## config.mk

```make
export PLATFORM = sky130hd
export DESIGN_NAME = cwe_top
export DESIGN_NICKNAME = d
export VERILOG_FILES = /design/src/include/cwe_pkg.sv /design/src/hw/cwe_top.sv /design/src/hw/cwe_decode.sv
export SDC_FILE = /design/constraint.sdc
export NUM_CORES = 1
export LEC_CHECK = 0
export BUFFER_PORTS_ARGS = -buffer_cell sky130_fd_sc_hd__buf_2
export CORE_UTILIZATION = 48
export CTS_BUF_LIST = sky130_fd_sc_hd__clkbuf_16
export CTS_CLUSTER_SIZE = 30
export DETAILED_ROUTE_END_ITERATION = 12
export HOLD_SLACK_MARGIN = 0.08
export PLACE_DENSITY = 0.8
export SYNTH_ARGS = -nofsm -noshare
export SYNTH_HDL_FRONTEND = slang
export SYNTH_SLANG_ARGS = --single-unit
```

## constraint.sdc

```tcl
create_clock -name MCLK_I -period 3 [get_ports MCLK_I]
set_clock_uncertainty 0.2 [all_clocks]
set_input_delay 0.3 -clock MCLK_I [delete_from_list [all_inputs] [get_ports MCLK_I]]
set_output_delay 0.3 -clock MCLK_I [all_outputs]
set_load 0.1 [all_outputs]
```

## src/include/cwe_pkg.sv

```systemverilog
`default_nettype none
package cwe_pkg;
    // command word decode
    localparam int unsigned TYPE_HI = 31;
    localparam int unsigned TYPE_LO = 29;
    localparam int unsigned OPC_HI = 28;
    localparam int unsigned OPC_LO = 23;
    localparam logic [2:0] CMD_CLASS_MI = 3'h0;
    localparam logic [5:0] OPC_EVENT_WAIT = 6'h03;
    // enable bit positions
    localparam int unsigned B_VBS_B = 18;
    localparam int unsigned B_VBS_A = 17;
    localparam int unsigned B_OVL_FLIP = 16;
    localparam int unsigned B_HBS_B = 14;
    localparam int unsigned B_HBS_A = 13;
    localparam int unsigned CC_HI = 12;
    localparam int unsigned CC_LO = 9;
    localparam int unsigned B_FLIP_C = 8;
    localparam int unsigned B_VBE_B = 7;
    localparam int unsigned B_FLIP_B = 6;
    localparam int unsigned B_SCAN_B = 5;
    localparam int unsigned B_FBC_IDLE = 4;
    localparam int unsigned B_VBE_A = 3;
    localparam int unsigned B_FLIP_A = 2;
    localparam int unsigned B_SCAN_A = 1;
    localparam logic [3:0] CC_MAX = 4'h5;
    // apb register map (byte addresses)
    localparam logic [11:0] ADDR_CMD = 12'h000;
    localparam logic [11:0] ADDR_STATUS = 12'h004;
    localparam logic [11:0] ADDR_CTRL = 12'h008;
    localparam logic [11:0] ADDR_LAST = 12'h00C;
    localparam logic [31:0] CTRL_RESET = 32'h0000_0000;

    // display side event and condition inputs
    typedef struct packed {
        logic       vbs_a;    // start of vblank pulses
        logic       vbs_b;
        logic       hbs_a;    // start of hblank pulses
        logic       hbs_b;
        logic       vbe_a;    // vblank event pulses
        logic       vbe_b;
        logic       vbl_en_a; // vblank enable bit of pipe status
        logic       vbl_en_b;
        logic [2:0] flip_pend; // planes c,b,a
        logic       ovl_flip;
        logic       scan_in_a; // refresh inside programmed window
        logic       scan_in_b;
        logic       fbc_busy;
        logic [5:1] ccode;    // condition codes 1..5
    } cwe_evt_t;

    typedef enum logic [1:0] {
        ST_IDLE = 2'b00,
        ST_WAIT = 2'b01,
        ST_FBC  = 2'b10
    } cwe_state_t;
endpackage : cwe_pkg
`default_nettype wire

```

## src/hw/cwe_top.sv

```systemverilog
// Function
// - recognise wait opcode three, class zero
// - wait for next vblank start pipe
// - wait for next hblank start pipe
// - wait for next vblank event pipe
// - wait while plane flip is pending
// - wait while overlay flip is pending
// - wait while selected condition code set
// - wait while refresh inside scan window
// - outside window or none: no effect
// - ring leaves arbitration while compressor busy
//
// Local design decisions: register access over APB and the register offsets.
`timescale 1ns/1ps
`default_nettype none
module cwe_top
    import cwe_pkg::*;
(
    input  wire logic        MCLK_I,
    input  wire logic        ARST_N_I,
    input  wire logic        CE_I,
    input  wire logic        PSEL_I,
    input  wire logic        PENABLE_I,
    input  wire logic        PWRITE_I,
    input  wire logic [11:0] PADDR_I,
    input  wire logic [31:0] PWDATA_I,
    output logic [31:0]      PRDATA_O,
    output logic             PREADY_O,
    output logic             PSLVERR_O,
    input  wire cwe_evt_t    EVT_I,
    input  wire logic        CMD_VALID_I,
    input  wire logic [31:0] CMD_I,
    input  wire logic        CMD_BATCH_I,
    output logic             CMD_READY_O,
    output logic             STALL_O,
    output logic             RING_ARB_OUT_O,
    output logic             ARB_HALT_O
);
    cwe_state_t  state;
    logic [31:0] cmd;
    logic        from_batch;
    logic        evt_done;
    logic        is_wait;
    logic        resv;
    logic        ctl_enable;
    logic        reserved_seen;
    logic        apb_cmd;
    logic [31:0] cur_word;
    logic        cur_valid;
    logic        cur_batch;
    logic        sw_take;
    logic        wr_acc;
    logic        rd_acc;
    logic [31:0] next_rdata;
    logic        next_err;

    assign wr_acc = PSEL_I && PENABLE_I && PWRITE_I;
    assign rd_acc = PSEL_I && PENABLE_I && !PWRITE_I;
    // software may inject a command through the cmd register
    assign sw_take = wr_acc && (PADDR_I == ADDR_CMD) && CE_I;
    assign cur_valid = CMD_VALID_I || sw_take;
    assign cur_word = sw_take ? PWDATA_I : CMD_I;
    assign cur_batch = sw_take ? PWDATA_I[0] && 1'b0 : CMD_BATCH_I;

    cwe_decode u_dec (
        .cmd_i      (cur_word),
        .is_wait_o  (is_wait),
        .reserved_o (resv)
    );

    // condition that keeps an armed wait stalled; not used while an edge wait is armed
    function automatic logic level_hold(input logic [31:0] c,
                                        input cwe_evt_t e);
        logic [3:0] sel;
        logic       cc_hit;
        sel = c[CC_HI:CC_LO];
        cc_hit = 1'b0;
        if (sel >= 4'h1 && sel <= CC_MAX) begin
            cc_hit = e.ccode[sel];
        end
        level_hold = (c[B_FLIP_A] & e.flip_pend[0])
                   | (c[B_FLIP_B] & e.flip_pend[1])
                   | (c[B_FLIP_C] & e.flip_pend[2])
                   | (c[B_OVL_FLIP] & e.ovl_flip)
                   | (c[B_SCAN_A] & e.scan_in_a)
                   | (c[B_SCAN_B] & e.scan_in_b)
                   | cc_hit;
    endfunction : level_hold

    // edge waits that have been armed by the command
    function automatic logic edge_armed(input logic [31:0] c,
                                        input cwe_evt_t e);
        edge_armed = c[B_VBS_A] | c[B_VBS_B] | c[B_HBS_A] | c[B_HBS_B]
                   | (c[B_VBE_A] & e.vbl_en_a)
                   | (c[B_VBE_B] & e.vbl_en_b);
    endfunction : edge_armed

    // any armed edge event seen this cycle ends the wait
    function automatic logic edge_hit(input logic [31:0] c,
                                      input cwe_evt_t e);
        edge_hit = (c[B_VBS_A] & e.vbs_a) | (c[B_VBS_B] & e.vbs_b)
                 | (c[B_HBS_A] & e.hbs_a) | (c[B_HBS_B] & e.hbs_b)
                 | (c[B_VBE_A] & e.vbe_a & e.vbl_en_a)
                 | (c[B_VBE_B] & e.vbe_b & e.vbl_en_b);
    endfunction : edge_hit

    // edge waits end on an event; level waits end when condition clears
    assign evt_done = edge_armed(cmd, EVT_I) ? edge_hit(cmd, EVT_I)
                                             : !level_hold(cmd, EVT_I);

    // wait state machine
    always_ff @(posedge MCLK_I or negedge ARST_N_I) begin
        if (!ARST_N_I) begin
            state <= ST_IDLE;
            cmd <= 32'h0000_0000;
            from_batch <= 1'b0;
        end else if (CE_I) begin
            case (state)
                ST_IDLE: begin
                    if (cur_valid && is_wait && ctl_enable) begin
                        cmd <= cur_word;
                        from_batch <= cur_batch;
                        // no active condition: behaves as no-op
                        if (cur_word[B_FBC_IDLE] && EVT_I.fbc_busy) begin
                            state <= ST_FBC;
                        end else if (edge_armed(cur_word, EVT_I) ||
                                     level_hold(cur_word, EVT_I)) begin
                            state <= ST_WAIT;
                        end
                    end
                end
                ST_FBC: begin
                    if (!EVT_I.fbc_busy) begin
                        if (edge_armed(cmd, EVT_I) ||
                            level_hold(cmd, EVT_I)) begin
                            state <= ST_WAIT;
                        end else begin
                            state <= ST_IDLE;
                        end
                    end
                end
                ST_WAIT: begin
                    if (evt_done) begin
                        state <= ST_IDLE;
                    end
                end
                default: state <= ST_IDLE;
            endcase
        end
    end

    // stream accepts commands only when not waiting
    assign CMD_READY_O = (state == ST_IDLE);
    assign STALL_O = (state != ST_IDLE);
    assign RING_ARB_OUT_O = (state == ST_FBC);
    // batch waits freeze arbitration; ring waits leave others running
    assign ARB_HALT_O = (state != ST_IDLE) && from_batch;

    // control register and reserved-bit sticky flag
    always_ff @(posedge MCLK_I or negedge ARST_N_I) begin
        if (!ARST_N_I) begin
            ctl_enable <= 1'b1;
            reserved_seen <= 1'b0;
        end else if (CE_I) begin
            if (wr_acc && PADDR_I == ADDR_CTRL) begin
                ctl_enable <= PWDATA_I[0];
            end
            // set wins over the clear in the same cycle
            if (state == ST_IDLE && cur_valid && is_wait && resv) begin
                reserved_seen <= 1'b1;
            end else if (wr_acc && PADDR_I == ADDR_STATUS &&
                         PWDATA_I[8]) begin
                reserved_seen <= 1'b0;
            end
        end
    end

    // apb read mux
    always_comb begin
        next_rdata = 32'h0000_0000;
        next_err = 1'b0;
        if (PADDR_I == ADDR_CMD) begin
            next_rdata = 32'h0000_0000;
        end else if (PADDR_I == ADDR_STATUS) begin
            next_rdata = {23'h00_0000, reserved_seen, 3'h0, ARB_HALT_O,
                          RING_ARB_OUT_O, 1'b0, state};
        end else if (PADDR_I == ADDR_CTRL) begin
            next_rdata = {31'h0000_0000, ctl_enable};
        end else if (PADDR_I == ADDR_LAST) begin
            next_rdata = cmd;
        end else begin
            next_err = 1'b1;
        end
    end

    assign apb_cmd = PSEL_I && PENABLE_I;
    // read data registered in setup so access phase answers at once
    always_ff @(posedge MCLK_I or negedge ARST_N_I) begin
        if (!ARST_N_I) begin
            PRDATA_O <= 32'h0000_0000;
        end else if (CE_I && PSEL_I && !PENABLE_I && !PWRITE_I) begin
            PRDATA_O <= next_rdata;
        end
    end
    // cmd writes stall while a wait is in progress
    assign PREADY_O = !(PADDR_I == ADDR_CMD && PWRITE_I &&
                        state != ST_IDLE) && CE_I;
    assign PSLVERR_O = apb_cmd && next_err;

    // stalled stream holds while an armed level condition persists
    stall_hold_a: assert property (@(posedge MCLK_I)
        disable iff (!ARST_N_I)
        (state == ST_WAIT && !edge_armed(cmd, EVT_I) &&
         level_hold(cmd, EVT_I) && CE_I) |=> state == ST_WAIT)
        else $error("wait ended while condition active");
    vbs_end_a: assert property (@(posedge MCLK_I) disable iff (!ARST_N_I)
        (state == ST_WAIT && cmd[B_VBS_A] && EVT_I.vbs_a && CE_I)
        |=> state == ST_IDLE)
        else $error("vblank start did not end wait");
    hbs_end_a: assert property (@(posedge MCLK_I) disable iff (!ARST_N_I)
        (state == ST_WAIT && cmd[B_HBS_B] && EVT_I.hbs_b && CE_I)
        |=> state == ST_IDLE)
        else $error("hblank start did not end wait");
    vbe_end_a: assert property (@(posedge MCLK_I) disable iff (!ARST_N_I)
        (state == ST_WAIT && cmd[B_VBE_A] && EVT_I.vbe_a &&
         EVT_I.vbl_en_a && CE_I) |=> state == ST_IDLE)
        else $error("vblank event did not end wait");
    flip_hold_a: assert property (@(posedge MCLK_I) disable iff (!ARST_N_I)
        (state == ST_WAIT && cmd[B_FLIP_A] && EVT_I.flip_pend[0] &&
         !edge_armed(cmd, EVT_I)) |-> !CMD_READY_O)
        else $error("flip pending not held");
    ovl_hold_a: assert property (@(posedge MCLK_I) disable iff (!ARST_N_I)
        (state == ST_WAIT && cmd[B_OVL_FLIP] && EVT_I.ovl_flip &&
         !edge_armed(cmd, EVT_I)) |-> STALL_O)
        else $error("overlay flip not held");
    scan_pass_a: assert property (@(posedge MCLK_I) disable iff (!ARST_N_I)
        (state == ST_IDLE && CE_I && cur_valid && is_wait && ctl_enable &&
         cur_word[B_SCAN_A] && !EVT_I.scan_in_a &&
         (cur_word & 32'h001F_FFFE) == 32'h0000_0002) |=> state == ST_IDLE)
        else $error("scan window wait not a no-op");
    fbc_arb_a: assert property (@(posedge MCLK_I) disable iff (!ARST_N_I)
        (state == ST_FBC && EVT_I.fbc_busy && CE_I) |=> RING_ARB_OUT_O)
        else $error("ring returned while compressor busy");
    batch_halt_a: assert property (@(posedge MCLK_I) disable iff (!ARST_N_I)
        ARB_HALT_O |-> (from_batch && STALL_O))
        else $error("arbitration halted without batch wait");
endmodule : cwe_top
`default_nettype wire

```

## src/hw/cwe_decode.sv

```systemverilog
`timescale 1ns/1ps
`default_nettype none
module cwe_decode
    import cwe_pkg::*;
(
    input  wire logic [31:0] cmd_i,
    output logic             is_wait_o,
    output logic             reserved_o
);
    // command class and opcode match
    assign is_wait_o = (cmd_i[TYPE_HI:TYPE_LO] == CMD_CLASS_MI) &&
                       (cmd_i[OPC_HI:OPC_LO] == OPC_EVENT_WAIT);
    // reserved field or reserved condition-code select
    assign reserved_o = (|cmd_i[22:19]) | cmd_i[15] | cmd_i[0] |
                        (cmd_i[CC_HI:CC_LO] > CC_MAX);
endmodule : cwe_decode
`default_nettype wire

```

==> reports/results.ini, run 1 <==
[status]
outcome=finished clean

[timing]
grt_setup_unrepaired=no
holdWs_ps=82.97
slew_headroom_pct=44.55
fin_crit_sh_pct=84.33
setup_tns_ps=0
hold_viol_final=0
period_needed_ps=2530
worstMarginPinSlew_ps=821.4
maxSlewViolCount=0
setup_viol=0
clock.fmax_mhz=395.3

[finish]
final_nets=580
drive_gt1_share_pct=38.88
finish.utilization_pct=67.63
syn2layout_area_growth_pct=34.82
n_fill_cell=547
n_antenna_cell=0

[die]
initial_core_util_pct=50.16
die_w_um=86.73
die-area_um2=7521
rows=30
die_height_um=86.73
core_um2=6869
ios=142

[pwr]
pwr-share-comb_pct=20.3
p_sw_mw=0.7987
switching_share_pct=32.65
clockPowerShare_pct=40.3
p_int_mw=1.647
seq_power_share_pct=39.3
p_leak_nw=2.520
p_per_area_nw_per_um2=526.5
ir_drop_mv=0.6227
finalPower_mw=2.446

[cts]
cts_root_buf=clkbuf_16
cts_sinks=69
path_clk_slew_ps=60
cts_buffer_depth=2
cts_buffers=9
htree_levels=3
cts_tree=done
clock_latency_ps=330

[critical_path]
critical_path_class=flip-flop to flip-flop
timing.rr.start=cmd[9]$_DFFE_PN0P_
crit_required_ps=3010
reg2reg_to=state[1]$_DFFE_PN0P_
worst_setup_path_start_kind=flip-flop
ff2ff_path_depth=5
r2r_setup_slack_ps=470
arrival_ps=2540
cp_max_fo=5
startpoint=cmd[9]$_DFFE_PN0P_
critPathCaptureType=flip-flop
worstSetupEndpoint=state[1]$_DFFE_PN0P_

[worst_hold_path]
min_path_cells=3
hold_path_class=input port to flip-flop

[yosys]
yosys_register_bits=69
synth_common_cells=dfrtp_1 (68), nand2_1 (42), a22o_1 (28)
netlist_instances=325
synth_top_cell_area_share_pct=49.38
synth_edf_count=0
ys.flop_type=dfrtp_1
ys_warn_count=0
seq_area_frac_synth_pct=50.15
avgSynthCellArea_um2=10.60
synth.most_common_cell=dfrtp_1
synthTopCellsByArea=dfrtp_1 (49%), mux2i_1 (7.3%), a22o_1 (7.1%)
synth_nets=429
async_flop_share_pct=100.0
synth_area_um2=3446
yosys.area.top_type=dfrtp_1
netlist-cell-type-count=51

[global_routing]
antenna_found_initial=0
grt_max_degree=36
grt.busiest_layer=met2
gr-total-overflow=0
grt_pass1_vias=3056
use_met3_pct=7.238
grt_pass1_wl_um=15210
grt_use_met2_pct=43.00
grt.total_usage_pct=26.87
use_met1_pct=35.61

[route]
vias=3315
first_iter_violations=321
wl_um=10000
drc=0
drtAntennaViolNets=0
dr.pass1.iters=5
via_per_inst=5.745
wl_per_cell_um=17.34

[place]
io_buffer_count=141
hpwl_um=7423
gp_congestion=0.8578

[job]
maxCapViolCount=0

## power groups by stage
| stage | registers (mW) | clock network, mW | logic, mW |
|---|---|---|---|
| after floorplan | 0.972 | 0 | 0.301 |
| after global routing | 0.963 | 1.04 | 0.523 |
| after global placement | 0.977 | 0 | 0.475 |
| final | 0.962 | 0.986 | 0.497 |
| after detailed placement | 0.977 | 0 | 0.483 |
| after CTS | 0.961 | 1.01 | 0.492 |
## what timing repair did
item,4_1_cts,5_1_grt
hold buffers,6,0
buffers inserted,0,0
endpoints found under the hold margin,38,0
gates resized for setup,0,0
## layout by cell type, fill, tap and decap left out, types with 5 or more instances in the layout
cell | synthesis | final
o21ai_0 | 5 | 5
nand3_1 | 5 | 5
nand2_1 | 42 | 42
buf_4 | 0 | 7
a22oi_1 | 5 | 5
nor4_1 | 7 | 6
dfrtp_1 | 68 | 68
inv_1 | 11 | 11
a31oi_1 | 5 | 5
dlygate4sd3_1 | 0 | 6
nor3_1 | 8 | 8
nand4_1 | 6 | 6
and2_1 | 8 | 8
mux2i_1 | 25 | 25
nor2_1 | 7 | 7
mux2_2 | 7 | 7
clkbuf_16 | 0 | 9
a22o_1 | 28 | 28
o21ai_1 | 23 | 23
buf_2 | 7 | 141
## worst max-delay path: stages, from the launching register on
cell and delay, ps:
dfrtp_1 410, mux2_2 350, a221oi_1 310, o311ai_0 320, a221oi_2 440, mux2_2 370
## layer usage
layer	wire (um)	share of wire, %	up-vias
li1	-	-	1538
met1	4067	41	1595
met2	4934	49	169
met3	895	8.9	13
met4	106	1.1	0
met5	0	0	-
## how the worst min path moves through the flow
| stage | start | end | slack (ps) |
|---|---|---|---|
| floorplan | ARST_N_I | PRDATA_O[0]$_DFFE_PN0P_ | -200 |
| global placement | ARST_N_I | PRDATA_O[18]$_DFFE_PN0P_ | 220 |
| global route | CMD_I[21] | cmd[21]$_DFFE_PN0P_ | 100 |
| CTS | CMD_I[0] | cmd[0]$_DFFE_PN0P_ | 80 |
| detailed placement | ARST_N_I | PRDATA_O[18]$_DFFE_PN0P_ | 230 |
| finish | PWDATA_I[2] | cmd[2]$_DFFE_PN0P_ | 80 |
## sequential cells by signal, summed over array words and instances (netlist names)
register	count
PRDATA_O	32
cmd	32
ctl_enable	1
from_batch	1
reserved_seen	1
state	2
## stage by stage
step                setup slack (ps)  instance area, um^2  instances
finish                         470.2                 4646        577
global route                   398.3                 4646        577
CTS                            478.5                 4646        577
detailed placement             342.3                 4303        555
global placement               411.1                 4303        555
floorplan                      267.5                 3447        325
## logic make-up (layout without fill, tap and decap cells)
family	count (synthesis)	after routing	share of synthesized area (%)
mux	33	33	9.985
compound gates	94	94	20.37
simple gates	102	102	16.30
buf+inv	27	183	3.195
flops	69	69	50.15
## layout make-up
cell class / count / area [um^2] / area share, %
clock buffer: 9 / 225.2 / 4.848
clock inverter: 7 / 57.56 / 1.239
inverter: 12 / 46.29 / 0.9965
multi-input combinational: 229 / 1630 / 35.09
sequential: 69 / 1728 / 37.19
tap: 96 / 120.1 / 2.586
timing repair buffer: 155 / 838.3 / 18.04
Note: power is estimated with default switching activity, not from simulation.
==> run 2, diff against run 1 <==
- ABC_AREA: not set -> 1
- CORE_UTILIZATION: 48 -> 50
- PLACE_DENSITY: 0.8 -> 0.81
- clock period: 3 -> 2.4 ns (I/O delays scaled with it)
==> run 2 against run 1 <==
Clock power rose by 63%. First-iteration DRC count rose by 5.0%. Register-to-register slack improved by 50 ps. Non-clock buffer count rose by 18. Sequential power rose by 27%. Global-route usage rose by 2.5 points. Total power rose by 44%. Setup slack got worse by 350 ps. Core utilization rose by 3.4 points. Critical path type is now flip-flop to output port. Critical endpoint is now PREADY_O. Largest cell class unchanged. Largest power group unchanged. Highest routed layer unchanged.
==> reports/results.ini, run 2 <==
[global_routing]
grt_use_met2_pct=51.01  ; +8.0 points
grt.total_usage_pct=29.38  ; +2.5 points
use_met1_pct=37.07  ; +1.5 points
grt_max_degree=36  ; unchanged
gr-total-overflow=0  ; unchanged
grt_pass1_wl_um=17530  ; +15%
grt_pass1_vias=3852  ; +26%
grt.busiest_layer=met2
antenna_found_initial=0  ; unchanged
use_met3_pct=5.540  ; -1.7 points

[timing]
setup_slack_ps=116.3  ; -353.8 ps
hold_viol_final=0  ; unchanged
holdWs_ps=84.61  ; +1.646 ps
clock.fmax_mhz=437.9
fin_crit_sh_pct=95.15
worstMarginPinSlew_ps=509.9  ; -311.4 ps
grt_setup_unrepaired=no
period_needed_ps=2284
maxSlewViolCount=0  ; unchanged
slew_headroom_pct=66.24  ; +22 points
setup_tns_ps=0  ; unchanged
setup_viol=0  ; unchanged

[die]
core_um2=7292  ; +6.2%
rows=31  ; +3.3%
die_w_um=89.14  ; +2.8%
initial_core_util_pct=52.06  ; +1.9 points
die-area_um2=7945  ; +5.6%
die_height_um=89.14  ; +2.8%
ios=142  ; unchanged

[route]
drc=0  ; unchanged
drtAntennaViolNets=0  ; unchanged
dr.pass1.iters=6  ; +1
first_iter_violations=337  ; +5.0%
wl_per_cell_um=14.07  ; -19%
wl_um=11240  ; +12%
via_per_inst=5.220  ; -9.1%
vias=4171  ; +26%

[critical_path]
cp_slowest_cell=dfrtp_1
worst_setup_path_start_kind=flip-flop
crit_required_ps=1960  ; -1050 ps
critPathCaptureType=output port
cp_max_fo=5  ; unchanged
path_buf_inv=3  ; +3
crit_chain=nor2_4 > clkinvlp_4 > nand2_1 > o21ai_1 > inv_4 > buf_2
critPathTopFamily=buffers and inverters
arrival_ps=1840  ; -700 ps
critical_path_class=flip-flop to output port
cpPeakStageDelay_ps=450  ; about the same

[finish]
finish.utilization_pct=71.05  ; +3.4 points
seq_area_um2=1728  ; unchanged
layout_common_cells=nand2_1 (189), buf_2 (141), inv_1 (78)
fin_cells=799  ; +38%
final_area_um2=5181  ; +12%
layout_commonest_cell=nand2_1
n_antenna_cell=0  ; unchanged
drive_gt1_share_pct=26.71  ; -12 points
n_fill_cell=613  ; +12%
syn2layout_area_growth_pct=36.49
reg.largest.list=PRDATA_O x32, cmd x32, state x2
multi_input_area_um2=1630  ; unchanged
final_nets=799  ; +38%

[yosys]
synth_area_um2=3796  ; +10%
netlist-cell-type-count=28  ; -45%
seq_area_frac_synth_pct=45.52  ; -4.6 points
async_flop_share_pct=100.0  ; unchanged
yosys.area.top_type=dfrtp_1
ys.flop_type=dfrtp_1
synth_top_cell_area_share_pct=44.83  ; -4.6 points
yosys_register_bits=69  ; unchanged
avgSynthCellArea_um2=7.136  ; -33%
synth_edf_count=0  ; unchanged
synth_nets=636  ; +48%
synthTopCellsByArea=dfrtp_1 (45%), nand2_1 (19%), inv_1 (7.9%)
synth_common_cells=nand2_1 (189), inv_1 (80), dfrtp_1 (68)
netlist_instances=532  ; +64%
ys_warn_count=0  ; unchanged
synth.most_common_cell=nand2_1

[pwr]
finalPower_mw=3.512  ; +44%
ir_drop_mv=0.8456  ; +36%
p_leak_nw=3.017  ; +20%
p_per_area_nw_per_um2=677.9  ; +29%

[cts]
path_clk_slew_ps=60  ; about the same
cts_buffers=9  ; unchanged
postCtsSetupBuffers=0  ; unchanged
cts_hold_buf=15  ; +9
clock_latency_ps=330  ; about the same
cts_root_buf=clkbuf_16
htree_levels=3  ; unchanged
cts_tree=done
cts_sinks=69  ; unchanged
cts_buffer_depth=2  ; unchanged
cts-resized-gates=0  ; unchanged

[worst_hold_path]
hold_path_class=input port to flip-flop

[place]
hpwl_um=8111  ; +9.3%
io_buffer_count=141  ; unchanged
placed_area_um2=4669  ; +8.5%
dp.cells=768  ; +38%
gp_congestion=0.9395  ; +9.5%
pre_cts_ws_ps=43.40  ; -298.9 ps

[job]
maxCapViolCount=0  ; unchanged

[status]
outcome=finished clean

run 2: metal layers:
metal	up-vias	share of wire (%)
met5	-	0
met4	0	1.9
met3	27	6.8
met2	194	50
met1	1939	41
li1	2011	-
run 2: final timing paths:
kind	startpoint	endpoint	slack, ps	depth (start not counted)
min	CMD_I[4]	cmd[4]$_DFFE_PN0P_	80	5
max	state[0]$_DFFE_PN0P_	PREADY_O	120	6
max reg2reg	cmd[9]$_DFFE_PN0P_	state[0]$_DFFE_PN0P_	520	11
min in group asynchronous	ARST_N_I	cmd[11]$_DFFE_PN0P_	140	2
min reg2reg	PRDATA_O[18]$_DFFE_PN0P_	PRDATA_O[18]$_DFFE_PN0P_	280	2
max in group asynchronous	ARST_N_I	ctl_enable$_DFFE_PN1P_	1180	3
run 2: cell families after synthesis:
kind of cell    after synthesis  synth area share [%]
flops                        69                 45.52
compound gates               66                 9.393
buf+inv                     107                 11.80
simple gates                287                 32.50
mux                           3                0.7911
run 2: area by class of cell:
class                           instances  share of cell area (%)
Timing Repair Buffer                  173                   19.46
Tap cell                               99                   2.391
Inverter                               86                   6.351
Multi-Input combinational cell        356                   31.47
Sequential cell                        69                   33.35
Clock inverter                          7                   2.632
Clock buffer                            9                   4.347
run 2: power breakdown:
group          leakage (nW)  internal, mW  switching, mW
clock                 0.175          1.12          0.496
combinational          1.95         0.194          0.485
sequential            0.897          1.19         0.0318
run 2: worst min-delay path, delay by kind of cell:
kind	cells	cell delay, ps
buf+inv	2	140
simple gates	2	130
compound gates	1	60
==> run 3, diff against run 2 <==
- SYNTH_HIERARCHICAL: not set -> 1
- TNS_END_PERCENT: not set -> 20
==> run 3 against run 2 <==
Sequential power barely moved. Clock-buffer cell count did not move. Via count rose by 2.8%. Die area rose by 0.90%. Total power fell by 4.4%. Global-route usage rose by 0.66 points.
==> reports/results.ini, run 3 <==
[global_routing]
grt_pass1_vias=3852  ; unchanged
grt.total_usage_pct=30.04  ; +0.66 points
antenna_found_initial=0  ; unchanged
grt_pass1_wl_um=17710  ; +1.0%
gr-total-overflow=0  ; unchanged
grt_max_degree=36  ; unchanged

[worst_hold_path]
worst_hold_path.endpoint=cmd[6]$_DFFE_PN0P_
hold_path_class=input port to flip-flop
hp-start=PWDATA_I[6]
min_path_cells=4  ; -1

[die]
die-area_um2=8017  ; +0.90%
rows=31  ; unchanged
die_height_um=89.54  ; +0.45%
initial_core_util_pct=52.26  ; +0.20 points
core_um2=7331  ; +0.53%
die_w_um=89.54  ; +0.45%
ios=142  ; unchanged

[critical_path]
critPathCaptureType=flip-flop
r2r_setup_slack_ps=450  ; -70 ps
cpPeakStageDelay_ps=210  ; -240 ps
worst_setup_path_start_kind=input port
cp_max_fo=15  ; +10
arrival_ps=2420  ; +580 ps
crit_cells=17  ; +11
crit_chain=buf_2 > nor2_1 > nand2_2 > nor2_8 > nand3_4 > nand2_1 > nand2_1 > nor2_1 > nand3_1 > nor2_1 > o21a_1 > nand2_2 > nor3_4 > buf_4 > buf_12 > nand2_1 > o21ai_1
critical_path_class=input port to flip-flop
crit_required_ps=2450  ; +490 ps
cp_slowest_cell=nor3_4
critPathTopFamily=simple AND/OR/NAND/NOR gates
ff2ff_path_depth=10  ; -1
timing.rr.start=state[0]$_DFFE_PN0P_
path_buf_inv=3  ; unchanged
reg2reg_to=state[1]$_DFFE_PN0P_

[finish]
syn2layout_area_growth_pct=42.75
reg.largest.list=PRDATA_O x32, cmd x32, state x2
final_nets=818  ; +2.4%
finish.utilization_pct=74.60  ; +3.5 points
drive_gt1_share_pct=31.48  ; +4.8 points
n_antenna_cell=0  ; unchanged
fin_cells=817  ; +2.3%
layout_common_cells=nand2_1 (181), buf_2 (140), dfrtp_1 (68)
layout_commonest_cell=nand2_1

[pwr]
p_sw_mw=1.068  ; +5.5%
clockPowerShare_pct=41.9  ; -4.0 points
ir_drop_mv=0.3771  ; -55%
switching_share_pct=31.81  ; +3.0 points
p_int_mw=2.290  ; -8.4%
pwr-share-comb_pct=22.3  ; +2.9 points
seq_power_share_pct=35.8  ; +1.0 points
p_per_area_nw_per_um2=614.1  ; -9.4%
p_leak_nw=3.049  ; +1.1%

[cts]
htree_levels=3  ; unchanged
cts_buffers=9  ; unchanged
cts_buffer_depth=2  ; unchanged
path_clk_slew_ps=60  ; about the same
cts_tree=done
cts_sinks=69  ; unchanged
cts_root_buf=clkbuf_16
clock_latency_ps=330  ; about the same

[timing]
setup_tns_ps=0  ; unchanged
setup_slack_ps=32.81  ; -83.54 ps
holdWs_ps=88.52  ; +3.906 ps
fin_crit_sh_pct=98.63  ; +3.5 points
maxSlewViolCount=0  ; unchanged
period_needed_ps=2367  ; +83.54 ps
slew_headroom_pct=52.64  ; -14 points
setup_viol=0  ; unchanged
hold_viol_final=0  ; unchanged
worstMarginPinSlew_ps=709.6  ; +199.7 ps
grt_setup_unrepaired=yes
clock.fmax_mhz=422.4  ; -3.5%

[job]
maxCapViolCount=0  ; unchanged

[place]
hpwl_um=8272  ; +2.0%
gp_congestion=0.9172  ; -2.4%
io_buffer_count=141  ; unchanged
dp.cells=773  ; +0.65%
pre_cts_ws_ps=-168.1  ; -211.5 ps

[route]
vias=4288  ; +2.8%
drtAntennaViolNets=0  ; unchanged
wl_per_cell_um=15.04  ; +6.9%
via_per_inst=5.248  ; +0.54%
drc=0  ; unchanged
first_iter_violations=330  ; -2.1%
dr.pass1.iters=5  ; -1
wl_um=12290  ; +9.4%

[yosys]
ys_warn_count=6  ; +6
netlist_instances=522  ; -1.9%
avgSynthCellArea_um2=7.339  ; +2.9%
synth_nets=626  ; -1.6%
synth_area_um2=3831  ; +0.92%

[status]
outcome=finished clean

[run 3: stage by stage]
stage / instance area (um^2) / power, mW
after floorplan: 3846 / 1.684
after global placement: 4805 / 1.909
after detailed placement: 4805 / 1.918
after CTS: 5359 / 3.348
after global routing: 5469 / 3.465
final: 5469 / 3.358
[run 3: worst max-delay path by stage]
| stage | start | to | slack, ps |
|---|---|---|---|
| floorplan | state[1]$_DFFE_PN0P_ | state[1]$_DFFE_PN0P_ | -350 |
| global placement | PADDR_I[7] | cmd[11]$_DFFE_PN0P_ | -40 |
| detailed placement | PADDR_I[5] | cmd[10]$_DFFE_PN0P_ | -170 |
| CTS | state[0]$_DFFE_PN0P_ | PREADY_O | 80 |
| global route | PADDR_I[7] | cmd[25]$_DFFE_PN0P_ | -110 |
| finish | PADDR_I[7] | cmd[25]$_DFFE_PN0P_ | 30 |
[run 3: layout make-up]
cell class | instances | area (um^2)
Clock inverter | 6 | 88.84
Fill cell | 558 | 1862
Multi-Input combinational cell | 360 | 1738
Inverter | 73 | 280.3
Sequential cell | 69 | 1728
Tap cell | 99 | 123.9
Clock buffer | 9 | 225.2
Timing Repair Buffer | 201 | 1285
[run 3: what timing repair did]
action | in CTS | in global routing
hold buffers | 24 | 0
setup buffers | 0 | 3
endpoints found under the hold margin | 38 | 0
gates resized for setup | 0 | 15
setup endpoints to repair | 0 | 36
[run 3: metal layers]
layer	vias up	global-route usage, %	part of all wire, %
met2	247	49.55	49
met4	0	11.54	2.6
li1	2045	-	-
met1	1962	38.06	40
met5	-	0	0
met3	34	7.664	9.0
[run 3: worst min-delay path, delay by kind of cell]
| family | cells | cell delay (ps) |
|---|---|---|
| AO/OA/AOI/OAI | 2 | 190 |
| buffers and inverters | 1 | 100 |
| AND/OR/NAND/NOR | 1 | 50 |
[run 3: power by group through the flow]
stage	Combinational, mW	Clock [mW]	Sequential, mW
6_report	0.750	1.41	1.20
4_1_cts	0.735	1.41	1.20
3_3_place_gp	0.690	0	1.22
3_5_place_dp	0.698	0	1.22
2_1_floorplan	0.467	0	1.22
5_1_grt	0.801	1.46	1.20
